<file path="config.mk">
export PLATFORM = sky130hd
export DESIGN_NAME = bst_top
export DESIGN_NICKNAME = d
export VERILOG_FILES = /design/src/logic/bst_pkg.sv /design/src/logic/bst_line_if.sv /design/src/logic/bst_line_mon.sv /design/src/logic/bst_top.sv
export SDC_FILE = /design/constraint.sdc
export NUM_CORES = 1
export LEC_CHECK = 0
export ABC_AREA = 1
export BUFFER_PORTS_ARGS = -buffer_cell sky130_fd_sc_hd__buf_4
export CAP_MARGIN = 40
export CELL_PAD_IN_SITES_DETAIL_PLACEMENT = 0
export CELL_PAD_IN_SITES_GLOBAL_PLACEMENT = 1
export CORE_ASPECT_RATIO = 1.1
export CORE_MARGIN = 3
export CORE_UTILIZATION = 40
export CTS_BUF_LIST = sky130_fd_sc_hd__clkbuf_8
export DETAILED_ROUTE_END_ITERATION = 8
export GPL_TIMING_DRIVEN = 0
export PLACE_DENSITY_LB_ADDON = 0.1
export SLEW_MARGIN = 20
export SYNTH_ARGS = -nofsm -noshare
export SYNTH_HDL_FRONTEND = slang
export SYNTH_SLANG_ARGS = --single-unit
</file>
<file path="constraint.sdc">
create_clock -name clk -period 1.6 [get_ports clk]
set_input_delay 0.08 -clock clk [delete_from_list [all_inputs] [get_ports clk]]
set_output_delay 0.08 -clock clk [all_outputs]
set_load 0.01 [all_outputs]
</file>
<file path="src/logic/bst_pkg.sv">
// Notes on behaviour
// - Control-status register is 8 bits; bits 7:6 reserved; rest clear on reset/disable.
// - Module-busy bit 0 set while starting, master, addressed slave or receiving address.
// - After the address byte, go idle or enter slave mode per match.
// - Module-busy clears when all causes end or on disable; writes ignored.
// - Lines sampled while enabled; bus-busy bit 1 set on any low line or start.
// - Bus-busy holds until stop, write of 1, or disable; write 0 ignored.
// - Address-match bit 2 sets when 7 address bits equal an enabled own address.
// - Address-match clears on any start, repeated start or stop, legal or not.
// - General-call bit 3 sets in slave mode, enabled, on address byte zero.
// - General-call clears on any start, repeated start or stop.
// - Bit 4 reads the sampled data line level; writes ignored.
// - Writing 1 to bit 5 with data low drives clock high one cycle.
// - Toggle write with data high ignored; writing 0 does nothing.
// - Toggle bit reads 1 while toggling, clears itself when done.
// - Clearing enable disables module, clears control/status, halts line logic.
// - With general call disabled, address byte zero gets no response.
package bst_pkg;
  localparam logic [7:0] OFS_CST   = 8'h00;
  localparam logic [7:0] OFS_CTL1  = 8'h04;
  localparam logic [7:0] OFS_CTL2  = 8'h08;
  localparam logic [7:0] OFS_OADR1 = 8'h0c;
  localparam logic [7:0] OFS_OADR2 = 8'h10;
  localparam logic [7:0] OFS_IST   = 8'h14;
  localparam logic [7:0] OFS_IMSK  = 8'h18;

  localparam int CST_BUSY  = 0;
  localparam int CST_BB    = 1;
  localparam int CST_MATCH = 2;
  localparam int CST_GCM   = 3;
  localparam int CST_DATA_LINE_SAMPLE  = 4;
  localparam int CST_TGL   = 5;

  localparam int CTL1_GENERAL_CALL_ENABLE = 5;
  localparam int CTL2_EN    = 0;
  localparam int OADR_SLAVE_ADDRESS_ENABLE  = 7;

  localparam int IRQ_START = 0;
  localparam int IRQ_STOP  = 1;
  localparam int IRQ_MATCH = 2;
  localparam int IRQ_GCALL = 3;
  localparam int IRQ_TGL   = 4;
  localparam int IRQ_W     = 5;

  localparam logic [7:0] RST_BYTE  = 8'h00;
  localparam logic [7:0] GCALL_ADR = 8'h00;
  localparam logic [3:0] LAST_BIT  = 4'h7;

  typedef enum logic [2:0] {
    ST_IDLE  = 3'b001,
    ST_ADDR  = 3'b010,
    ST_SLAVE = 3'b100
  } bst_slv_state_t;
endpackage

</file>
<file path="src/logic/bst_line_if.sv">
`timescale 1ns/1ps
interface bst_line_if;
  logic       sda_lvl;
  logic       scl_lvl;
  logic       start_p;
  logic       stop_p;
  logic       byte_p;
  logic [7:0] byte_val;
  modport mon (output sda_lvl, scl_lvl, start_p, stop_p, byte_p, byte_val);
  modport sink (input sda_lvl, scl_lvl, start_p, stop_p, byte_p, byte_val);
endinterface

</file>
<file path="src/logic/bst_line_mon.sv">
`timescale 1ns/1ps
module bst_line_mon
  import bst_pkg::*;
(
  input  wire logic clk,
  input  wire logic srst,
  input  wire logic clr,
  input  wire logic sda_i,
  input  wire logic scl_i,
  bst_line_if.mon   lm
);
  typedef struct packed {
    logic [1:0][2:0] sy;
    logic [1:0]      lvl;
    logic            act;
    logic [3:0]      cnt;
    logic [7:0]      sh;
    logic            start_p;
    logic            stop_p;
    logic            byte_p;
  } bst_mon_st_t;

  localparam bst_mon_st_t M_RST = '{sy: '1, lvl: '1, default: '0};

  bst_mon_st_t q;
  bst_mon_st_t n;
  logic [1:0]  pin;

  assign pin = {scl_i, sda_i};

  always_comb begin
    n = q;
    n.start_p = 1'b0;
    n.stop_p  = 1'b0;
    n.byte_p  = 1'b0;
    // Three-stage sampling, level accepted when stages 2 and 3 agree
    for (int i = 0; i < 2; i++) begin
      n.sy[i] = {q.sy[i][1:0], pin[i]};
      if (q.sy[i][1] == q.sy[i][2]) begin
        n.lvl[i] = q.sy[i][2];
      end
    end
    if (q.lvl[1] && n.lvl[1] && q.lvl[0] && !n.lvl[0]) begin
      n.start_p = 1'b1;
      n.act     = 1'b1;
      n.cnt     = 4'h0;
    end else if (q.lvl[1] && n.lvl[1] && !q.lvl[0] && n.lvl[0]) begin
      n.stop_p = 1'b1;
      n.act    = 1'b0;
    end else if (q.act && !q.lvl[1] && n.lvl[1]) begin
      // First bit lands in bit 7
      n.sh  = {q.sh[6:0], q.lvl[0]};
      n.cnt = q.cnt + 4'h1;
      if (q.cnt == LAST_BIT) begin
        n.byte_p = 1'b1;
        n.act    = 1'b0;
      end
    end
  end

  always_ff @(posedge clk) begin
    if (srst || clr) begin
      q <= M_RST;
    end else begin
      q <= n;
    end
  end

  assign lm.sda_lvl  = q.lvl[0];
  assign lm.scl_lvl  = q.lvl[1];
  assign lm.start_p  = q.start_p;
  assign lm.stop_p   = q.stop_p;
  assign lm.byte_p   = q.byte_p;
  assign lm.byte_val = q.sh;
endmodule

</file>
<file path="src/logic/bst_top.sv">
// The address map and register access over Wishbone were decided locally.
`timescale 1ns/1ps
module bst_top
  import bst_pkg::*;
(
  input  wire logic        clk,
  input  wire logic        srst,
  input  wire logic        wb_cyc_i,
  input  wire logic        wb_stb_i,
  input  wire logic        wb_we_i,
  input  wire logic [7:0]  wb_adr_i,
  input  wire logic [3:0]  wb_sel_i,
  input  wire logic [31:0] wb_dat_i,
  output logic      [31:0] wb_dat_o,
  output logic             wb_ack_o,
  input  wire logic        start_gen_i,
  input  wire logic        master_i,
  input  wire logic        sda_i,
  input  wire logic        scl_i,
  output logic             scl_o,
  output logic             scl_oe,
  output logic             module_busy_o,
  output logic             irq_o
);
  typedef struct packed {
    bst_slv_state_t   st;
    logic             match;
    logic             gcm;
    logic             bb;
    logic             tgl;
    logic             drv;
    logic [7:0]       ctl1;
    logic [7:0]       ctl2;
    logic [7:0]       oa1;
    logic [7:0]       oa2;
    logic [IRQ_W-1:0] ist;
    logic [IRQ_W-1:0] imsk;
    logic             busy;
    logic             irq;
    logic             ack;
    logic [31:0]      dat;
    logic             scl_o;
    logic             scl_oe;
  } bst_top_st_t;

  localparam bst_top_st_t T_RST = '{st: ST_IDLE, default: '0};

  bst_top_st_t q;
  bst_top_st_t n;
  bst_line_if  lm ();

  bst_line_mon u_mon (
    .clk   (clk),
    .srst  (srst),
    .clr   (!q.ctl2[CTL2_EN]),
    .sda_i (sda_i),
    .scl_i (scl_i),
    .lm    (lm)
  );

  function automatic logic addr_hit(input logic [7:0] rx,
                                    input logic [7:0] own);
    addr_hit = own[OADR_SLAVE_ADDRESS_ENABLE] && (own[6:0] == rx[7:1]);
  endfunction

  logic       wr;
  logic       rd;
  logic [7:0] wd;
  logic       hit;
  logic       gh;
  logic [7:0] cst;

  always_comb begin
    n     = q;
    n.ack = 1'b0;
    wr    = wb_cyc_i && wb_stb_i && wb_we_i && q.ack && wb_sel_i[0];
    rd    = wb_cyc_i && wb_stb_i && !q.ack;
    wd    = wb_dat_i[7:0];
    hit   = 1'b0;
    gh    = 1'b0;
    // Line sample reads 0 while disabled
    cst   = {2'b00, q.tgl, q.ctl2[CTL2_EN] && lm.sda_lvl,
             q.gcm, q.match, q.bb, q.busy};

    // Software writes; module-busy and line sample take no write
    if (wr) begin
      case (wb_adr_i)
        OFS_CST: begin
          if (wd[CST_BB]) begin
            n.bb = 1'b0;
          end
          if (wd[CST_TGL] && !lm.sda_lvl && !q.tgl) begin
            n.tgl = 1'b1;
          end
        end
        OFS_CTL1:  n.ctl1 = wd;
        OFS_CTL2:  n.ctl2 = wd;
        OFS_OADR1: n.oa1  = wd;
        OFS_OADR2: n.oa2  = wd;
        OFS_IST:   n.ist  = q.ist & ~wd[IRQ_W-1:0];
        OFS_IMSK:  n.imsk = wd[IRQ_W-1:0];
        default:   n.imsk = q.imsk;
      endcase
    end

    // Bus-busy tracking
    if (lm.stop_p) begin
      n.bb = 1'b0;
    end
    if (!lm.sda_lvl || !lm.scl_lvl || lm.start_p) begin
      n.bb = 1'b1;
    end

    // Start and stop end any match; start restarts address reception, stop returns to idle
    if (lm.start_p || lm.stop_p) begin
      n.match = 1'b0;
      n.gcm   = 1'b0;
    end
    if (lm.start_p) begin
      n.st = ST_ADDR;
      n.ist[IRQ_START] = 1'b1;
    end else if (lm.stop_p) begin
      n.st = ST_IDLE;
      n.ist[IRQ_STOP] = 1'b1;
    end else if (lm.byte_p && q.st == ST_ADDR) begin
      hit = !master_i && (addr_hit(lm.byte_val, q.oa1) ||
                          addr_hit(lm.byte_val, q.oa2));
      gh  = !master_i && q.ctl1[CTL1_GENERAL_CALL_ENABLE] &&
            (lm.byte_val == GCALL_ADR);
      n.match = hit;
      n.gcm   = gh;
      n.st    = (hit || gh) ? ST_SLAVE : ST_IDLE;
      if (hit) begin
        n.ist[IRQ_MATCH] = 1'b1;
      end
      if (gh) begin
        n.ist[IRQ_GCALL] = 1'b1;
      end
    end

    // Clock toggle: one cycle of high drive, then self-clear
    if (q.drv) begin
      n.drv = 1'b0;
      n.tgl = 1'b0;
      n.ist[IRQ_TGL] = 1'b1;
    end else if (q.tgl) begin
      n.drv = 1'b1;
    end

    // Disable clears control and status
    if (!n.ctl2[CTL2_EN]) begin
      n.st    = ST_IDLE;
      n.match = 1'b0;
      n.gcm   = 1'b0;
      n.bb    = 1'b0;
      n.tgl   = 1'b0;
      n.drv   = 1'b0;
      n.ctl1  = RST_BYTE;
    end

    n.busy = n.ctl2[CTL2_EN] &&
             (start_gen_i || master_i || n.match || n.gcm ||
              n.st == ST_ADDR);
    n.irq    = |(n.ist & n.imsk);
    n.scl_o  = n.drv;
    n.scl_oe = n.drv;

    // Read data registered with the answer
    if (rd) begin
      n.ack = 1'b1;
      case (wb_adr_i)
        OFS_CST:   n.dat = {24'h000000, cst};
        OFS_CTL1:  n.dat = {24'h000000, q.ctl1};
        OFS_CTL2:  n.dat = {24'h000000, q.ctl2};
        OFS_OADR1: n.dat = {24'h000000, q.oa1};
        OFS_OADR2: n.dat = {24'h000000, q.oa2};
        OFS_IST:   n.dat = {27'h0000000, q.ist};
        OFS_IMSK:  n.dat = {27'h0000000, q.imsk};
        default:   n.dat = 32'h00000000;
      endcase
    end
  end

  always_ff @(posedge clk) begin
    if (srst) begin
      q <= T_RST;
    end else begin
      q <= n;
    end
  end

  assign wb_dat_o      = q.dat;
  assign wb_ack_o      = q.ack;
  assign scl_o         = q.scl_o;
  assign scl_oe        = q.scl_oe;
  assign module_busy_o = q.busy;
  assign irq_o         = q.irq;
endmodule

</file>
== Yosys cells after proc, flatten, opt, wreduce, memory -nomap -nowiden ==
Index checks and enable logic that the tools add are counted.
Storage, ports and cells
  output and inout port bits: 37
  register bits: 109
  bits of input ports: 53
  logic and storage cells: 151
Operators by class
  muxes and demuxes: 44
  bitwise operators: 7
  reduce and logical (&&, ||, !) cells: 60
  add/sub/neg operators: 1
  eq/ne operators: 13
Operator list (number)
  $pmux W8 S7: 1
  $mux W42: 1
  $mux W33: 1
  $mux W8: 4
  $eq A8 B5 Y1 const B: 3
  $logic_and A1 B1 Y1: 22
  $mux W5: 4
  $mux W1: 19
  $eq A8 B4 Y1 const B: 2
  $logic_not A8 Y1: 2
  $mux W16: 1
  $reduce_bool A3 Y1: 5
  $eq A7 B7 Y1: 2
  $mux W2: 7
  $mux W13: 1
  $mux W12: 1
  $mux W3: 4
  $reduce_and A2 Y1: 6
  $and A5 B5 Y5: 2
  $logic_or A1 B1 Y1: 10
  $reduce_and A3 Y1: 3
  $eq A8 B3 Y1 const B: 1
  $logic_not A1 Y1: 7
  $eq A3 B2 Y1 const B: 2
  9 further kinds: 14

== Logic depth before layout (Yosys ltp) ==
Gate-level depths: netlist (run 1).
  depth after elaboration: 14
  mapped depth: 14
  depth with buffers taken out: 14

== Hierarchy ==
Synthesis (run 1) repeated with hierarchy kept, for this count alone.
Second synthesis, totals
  cells, all modules: 609
  area total of the unflattened synthesis: 4282.9 um^2
By module, submodules not included
  bst_top: area an instance 3357.0 um^2, sequential area each 1221.2 um^2, times used 1, cells an instance 495
  bst_line_mon: area an instance 925.9 um^2, sequential area each 480.5 um^2, times used 1, cells an instance 114

== Least setup slack after synthesis (run 1) ==
Ideal clock, no wire load.
  path kind: reg2reg
  start: register q (netlist bit wb_ack_o)
  end: register q (netlist bit irq_o)
  clock period less this slack: 1.504 ns
  setup slack: 0.096 ns
  stages on the path, launching flop included: 11
  path buffers: 1
  data required time: 1.468 ns
  arrival: 1.372 ns
  library setup time: 0.132 ns
  path through: dfxtp_1 -> nand3_1 -> nor2_4 -> buf_4 -> nand2_1 -> o21ai_0 -> nand2_1 -> nand2_1 -> nand2_1 -> nor2_1 -> a21oi_1
Between the ends
  word-level cells in the longest chain between the ends: 9
  elaborated cells on any way between the ends: 13
  classes of those cells: mux (9); bitwise (1); reduce/logical (3)
RTL lines
  start: declaration: RTL line bst_top.sv:48  | bst_top_st_t q;
  start signal: assignment: RTL line bst_top.sv:188  | q <= n;
  $logic_and A1 B1 Y1 (*) (2 in series): RTL line bst_top.sv:76  | wr = wb_cyc_i && wb_stb_i && wb_we_i && q.ack && wb_sel_i[0];
  $mux W42 (*): RTL line bst_top.sv:86  | if (wr) begin
  $mux W1, on equally long branches: RTL line bst_top.sv:133, bst_top.sv:136
  $mux W2: RTL line bst_top.sv:125  | end else if (lm.byte_p && q.st == ST_ADDR) begin
  $mux W2: RTL line bst_top.sv:122  | end else if (lm.stop_p) begin
  $mux W3: RTL line bst_top.sv:119  | if (lm.start_p) begin
  $and A5 B5 Y5 (*): RTL line bst_top.sv:164  | n.irq = |(n.ist & n.imsk);
  $reduce_or A5 Y1 (*): RTL line bst_top.sv:164
Every way passes the cells marked *; elsewhere a longest branch is shown, timed or not.
A chain may end at the register's enable or synchronous reset.

== Worst setup path in the final report (run 1) ==
  start: register q (netlist bit wb_ack_o)
  end: register q[51] in the netlist's numbering
Between the ends
  word-level cells in the longest chain between the ends: 3
RTL lines (RTL line)
  $logic_and A1 B1 Y1 (2 in series): bst_top.sv:76
  $reduce_and A2 Y1 (no line)
Every way passes these cells.

==> results of run 1 <==
-- timing repair --
action | CTS | global route
setup buffers | 5 | 2
gates resized for setup | 15 | 44
cloned | 0 | 1
endpoints found under the setup margin | 25 | 40
pin swaps | 6 | 6
hold buffers | 4 | 0
hold endpoints to repair | 5 | 0
-- state kept, by name, indices dropped and copies added, names as in the netlist --
| register | cells |
|---|---|
| wb_ack_o | 1 |
| u_mon.q | 7 |
| irq_o | 1 |
| u_mon.lm.byte_p | 1 |
| wb_dat_o | 8 |
| u_mon.lm.scl_lvl | 1 |
| cst | 4 |
| module_busy_o | 1 |
| u_mon.lm.start_p | 1 |
| q | 45 |
| u_mon.n | 4 |
| u_mon.lm.stop_p | 1 |
| scl_oe | 1 |
| u_mon.lm.sda_lvl | 1 |
| u_mon.lm.byte_val | 8 |
-- power by group --
group	switching (mW)	internal (mW)	total [mW]
combinational	0.135	0.106	0.240
sequential	0.00104	2.11	2.11
clock	0.840	0.569	1.41
-- metal layers --
| metal | GRT usage [%] | up-vias | share of wire [%] |
|---|---|---|---|
| met5 | 0 | - | 0 |
| met4 | 8.954 | 0 | 2.6 |
| met3 | 3.282 | 18 | 3.8 |
| met2 | 33.77 | 72 | 47 |
| met1 | 25.24 | 1723 | 47 |
| li1 | - | 2017 | - |
-- cell families (layout without fill, tap and decap cells) --
group           Yosys count  after routing  share of synthesized area [%]
compound gates          119            119                          16.50
fa+ha+maj                 1              1                         0.2983
simple gates            265            265                          27.30
other cells               1             24                        0.08941
xor+xnor                  2              2                         0.4177
buf+inv                 126            192                          14.83
flops                    85             85                          40.57
-- synthesized netlist by cell type (all sizes together) (7+ instances only) --
cell	instances
a211oi	7
a21oi	52
buf	37
clkbuf	7
dfxtp	85
inv	80
nand2	157
nand3	20
nand4	7
nor2	69
o21ai	47
o22ai	7
-- per-stage QoR --
stage          hold WS, ns  cell area (um^2)  total power [mW]  setup WS [ns]
2_1_floorplan       0.1866              4280             2.288        0.09602
3_3_place_gp        0.2673              4741             2.381       -0.09381
3_5_place_dp        0.2701              4741             2.381        -0.1522
4_1_cts            0.01342              5024             3.788       -0.07363
5_1_grt            0.02909              5146             3.907        -0.1214
6_report           0.02381              5146             3.763       -0.04552
-- worst max-delay path, cell delays in order, from the launching register on --
cell and delay (ns):
dfxtp_4 0.37, nand3_4 0.06, nor2_4 0.20, clkinvlp_4 0.22, buf_12 0.17, nor2_4 0.11, inv_2 0.07, buf_6 0.13
a211oi_1 0.21
-- cell usage in the layout (no fill, tap or decap), drive strengths merged --
| cell | netlist | final |
|---|---|---|
| dlygate4sd3 | 0 | 4 |
| or2 | 6 | 6 |
| o21ai | 47 | 47 |
| a211oi | 7 | 7 |
| nand2 | 157 | 157 |
| o31ai | 1 | 1 |
| dfxtp | 85 | 85 |
| nor3 | 5 | 5 |
| a21oi | 52 | 52 |
| conb | 1 | 24 |
| a41oi | 1 | 1 |
| clkinv | 2 | 5 |
| nand3b | 1 | 1 |
| xnor2 | 2 | 2 |
| nand3 | 20 | 20 |
| o211ai | 2 | 2 |
| inv | 80 | 81 |
| o2111ai | 1 | 1 |
| nand4 | 7 | 7 |
| clkinvlp | 0 | 3 |
| nor2 | 69 | 69 |
| a21boi | 1 | 1 |
| clkbuf | 7 | 16 |
| ha | 1 | 1 |
| o22ai | 7 | 7 |
| buf | 37 | 83 |
-- worst max-delay path by stage --
stage / start / to / slack (ns) / cells after the start
finish: wb_ack_o / q[51] / -0.05 / 8
CTS: wb_ack_o / q[51] / -0.07 / 8
global route: wb_ack_o / q[53] / -0.12 / 9
detailed placement: wb_ack_o / irq_o / -0.15 / 10
global placement: wb_ack_o / irq_o / -0.09 / 10
floorplan: wb_ack_o / irq_o / 0.1 / 10
-- final cells by class --
type                       count  area share, %
buffer                        44          6.176
clock buffer                   9          2.407
clock inverter                 7         0.9482
inverter                      82          6.273
multi-input combinational    411          39.61
sequential                    85          33.24
tap                          140          3.404
timing repair buffer          50          7.950
==> results_dict.tcl, run 1 <==
set metrics [dict create \
    post-route-period-util_pct 102.8 \
    clock-sinks 85 \
    coreArea_um2 10030 \
    ir_worst_vdd_v 0.0004816 \
    avgSynthCellArea_um2 7.002 \
    rsz0062_at_grt "yes" \
    hpwl_um 8752 \
    worstMarginPinSlew_ns 0.6946 \
    synth_top_area_share_pct 40.57 \
    port_buffers 38 \
    instances_no_fill 828 \
    overflow 0 \
    relSlewSlack_pct 53.69 \
    start_util_pct 41.81 \
    drt-vias-per-instance 4.626 \
    clkSlewWorstSetupHoldPaths_ns 0.09 \
    synthCells 599 \
    n_fill_cell 1036 \
    clockBufferDepth 2 \
    area_growth_pct 22.70 \
    cp.arrival_ns 1.92 \
    wl_per_cell_um 13.88 \
    cp-end-kind "register" \
    reg2reg_depth 8 \
    fmax_mhz 607.7 \
    die_h_um 113.4 \
    drt-initial-drc-count 211 \
    leakage_nw 2.242 \
    hp-class "input pin to register" \
    place_inst 800 \
    antenna_found_initial 0 \
    grt_pass1_vias 3606 \
    grt_max_degree 16 \
    worst_clock_skew_ns 0.01523 \
    setup-violations-final 8 \
    via_count 3830 \
    worstSetupPathType "register to register" \
    cts_tree "done" \
    synth-seq-cells 85 \
    async_flop_share_pct 0 \
    route.detailed.drc 0 \
    r2r_slack_ns -0.05 \
    yosys-top-cells-area "dfxtp_1 41%, nand2_1 13%, inv_1 6.9%" \
    reg2reg_to "q[51]" \
    synth-seq-area-share_pct 40.57 \
    cts-root-buf "clkbuf_8" \
    critPathMaxFanout 5 \
    cap_violations 0 \
    powerDensity_nw_per_um2 731.2 \
    pin_count 90 \
    yosys_most_used_dff "dfxtp_1" \
    routed_wirelength_um 11500 \
    cp_data_required_time_ns 1.87 \
    synthesis.yosys.warnings 0 \
    min_from "wb_dat_i[3]" \
    multi_input_area_um2 2038 \
    post-route-min-period_ns 1.646 \
    synth-edff-count 0 \
    postRouteAntennaNets 0 \
    antenna_cells 0 \
    reg2reg_from "wb_ack_o" \
    die_w_um 103.6 \
    fin_setup_tns_ns -0.1372 \
    grtUsageTotal_pct 19.95 \
    setup_ws_ns -0.04552 \
    cts_buffers 9 \
    worstHoldPathCells 3 \
    cp-start-kind "register" \
    rows 38 \
    die-area_um2 11750 \
    layout.area.seq_um2 1710 \
    gp_congestion 0.8339 \
    status "finished with violations" \
    layout.nets 737 \
    h-tree-depth 3 \
    netlist_area_um2 4194 \
    synth.distinct_cells 36 \
    maxSlewViolCount 0 \
    grt_pass1_wl_um 18400 \
    violations "negative setup slack" \
    fin_util_pct 51.30 \
    drive_gt1_share_pct 23.69 \
    holdPathEnd "q[58]" \
    hold_viol_final 0 \
    clk_latency_ns 0.37 \
    drt_first_pass_iters 4 \
    yosysTopAreaCell "dfxtp_1" \
]
Note: power is estimated with default switching activity, not from simulation.
==> run 2, diff against run 1 <==
CORE_UTILIZATION = 43   (was 40)
clock period = 1.92 ns   (was 1.6 ns; I/O delays follow)
==> run 2 against run 1 <==
The run now ends clean. Combinational power decreased by 23%. Register-to-register slack improved by 0.24 ns. Critical path depth increased by 2. Largest power group unchanged. Sequential power decreased by 17%. Cell area decreased by 3.5%. Maximum frequency decreased by 4.8%. Hold slack got worse by 0.0036 ns. Sequential cell count unchanged.
==> results_dict.tcl, run 2 (synthesized netlist as in run 1, its figures left out) <==
set metrics [dict create \
    status "completed" \
    wl_per_cell_um 13.99 \
    cp-start-kind "register" \
    critPathMaxFanout 10 \
    cap_violations 0 \
    h-tree-depth 3 \
    fmax_mhz 578.7 \
    hpwl_um 8545 \
    die_h_um 109.6 \
    drive_gt1_share_pct 18.29 \
    die-area_um2 10980 \
    grt_pass1_wl_um 17770 \
    start_util_pct 44.41 \
    crit_top_cell "nand2_1" \
    regMostFlops "q" \
    antenna_found_initial 0 \
    post-route-period-util_pct 90.00 \
    clock-sinks 85 \
    drt_first_pass_iters 4 \
    setup-violations-final 0 \
    die_w_um 100.2 \
    hp-class "input pin to register" \
    cts_buffers 9 \
    antenna_cells 0 \
    post_cts.repair.setup_buffers 0 \
    clkSlewWorstSetupHoldPaths_ns 0.09 \
    worstMarginPinSlew_ns 0.6411 \
    critical_path.slowest_cell "dfxtp_1" \
    leakage_nw 2.201 \
    pin_count 90 \
    clk_latency_ns 0.37 \
    drt-initial-drc-count 145 \
    post-route-min-period_ns 1.728 \
    cts_tree "done" \
    largest_reg_flops 45 \
    final_cell_mix "150 x nand2_1, 85 x dfxtp_1, 78 x inv_1" \
    rsz0062_at_grt "no" \
    postRouteAntennaNets 0 \
    clockBufferDepth 2 \
    ir_worst_vdd_v 0.0003340 \
    cts-root-buf "clkbuf_8" \
    overflow 0 \
    worstSetupPathType "register to register" \
    via_count 3818 \
    coreArea_um2 9444 \
    cp_data_required_time_ns 2.14 \
    rows 37 \
    critical-path-top-delay-family "simple AND/OR/NAND/NOR gates" \
    drt-vias-per-instance 4.803 \
    path_buf_inv 1 \
    cp.arrival_ns 1.95 \
    grtUsageTotal_pct 21.14 \
    routed_wirelength_um 11120 \
    cp_cell_sequence "nand3_1 -> nor2_4 -> buf_4 -> nand2_1 -> o21ai_0 -> nand2_1 -> nand2_1 -> nand2_1 -> nor2_1 -> a21oi_1" \
    gp_congestion 0.8679 \
    fin_setup_tns_ns 0 \
    worst_clock_skew_ns 0.009724 \
    route.detailed.drc 0 \
    cp-end-kind "register" \
    relSlewSlack_pct 57.26 \
    grt_pass1_vias 3552 \
    layout.nets 728 \
    hold_viol_final 0 \
    grt_max_degree 14 \
    p_total_mw 3.393 \
    area_growth_pct 18.41 \
    maxSlewViolCount 0 \
    final_common_cell "nand2_1" \
    port_buffers 38 \
    max_stage_delay_ns 0.35 \
    powerDensity_nw_per_um2 683.2 \
]
[run 2: cell count changes in the layout (fill, tap and decap cells not counted), sizes merged]
cell	before	now
clkinvlp	3	0
clkinv	5	3
bufinv	0	2
dlygate4sd3	4	3
buf	83	75
clkbuf	16	18
[run 2: area by class of cell]
type                       count  area [um^2]
fill                         993         4478
multi-input combinational    411         1957
sequential                    85         1702
timing repair buffer          41        315.3
inverter                      82        312.8
buffer                        44        309.0
clock buffer                  11        151.4
tap                          117        146.4
clock inverter                 4        72.57
[run 2: path summary, 6_finish.rpt]
check | to | cells past startpoint | slack [ns] | from
setup / recovery | irq_o | 10 | 0.19 | wb_ack_o
hold reg to reg | u_mon.n[23] | 1 | 0.42 | u_mon.n[22]
hold / removal | q[70] | 3 | 0.02 | wb_dat_i[7]
setup reg to reg | irq_o | 10 | 0.19 | wb_ack_o
[run 2: timing repair]
item | CTS | global route
endpoints found under the hold margin | 3 | 0
setup endpoints to repair | 0 | 1
hold buffers | 3 | 0
resized for setup | 0 | 1
[run 2: stage by stage]
stage | utilization, % | cell area [um^2] | hold slack [ns] | std cells | worst slack, ns
final | 52.58 | 4966 | 0.02020 | 795 | 0.1920
after global routing | 52.58 | 4966 | 0.04126 | 795 | 0.009038
after CTS | 52.58 | 4966 | 0.007304 | 795 | 0.1937
after detailed placement | 49.89 | 4712 | 0.2861 | 777 | 0.2036
after global placement | 49.89 | 4712 | 0.2829 | 777 | 0.2309
after floorplan | - | 4280 | 0.2026 | 622 | 0.4160
[run 2: per-layer routing]
layer	wire [um]	part of all wire, %	GRT usage, %
met1	5054	45	26.67
met2	5217	47	35.37
met3	558	5.0	3.871
met4	289	2.6	9.047
met5	0	0	0
[run 2: power breakdown]
group / internal (mW) / switching, mW / total, mW
clock network: 0.795 / 0.649 / 1.44
logic: 0.0823 / 0.104 / 0.186
registers: 1.76 / 0.000586 / 1.76
total: 2.64 / 0.754 / 3.39
[run 2: worst register-to-register path: stages, from the launching register on]
cell and delay, ns:
dfxtp_1 0.35, nand3_1 0.12, nor2_4 0.22, buf_4 0.24, nand2_1 0.06, o21ai_0 0.23, nand2_1 0.08, nand2_1 0.07
nand2_1 0.05, nor2_1 0.08, a21oi_1 0.08
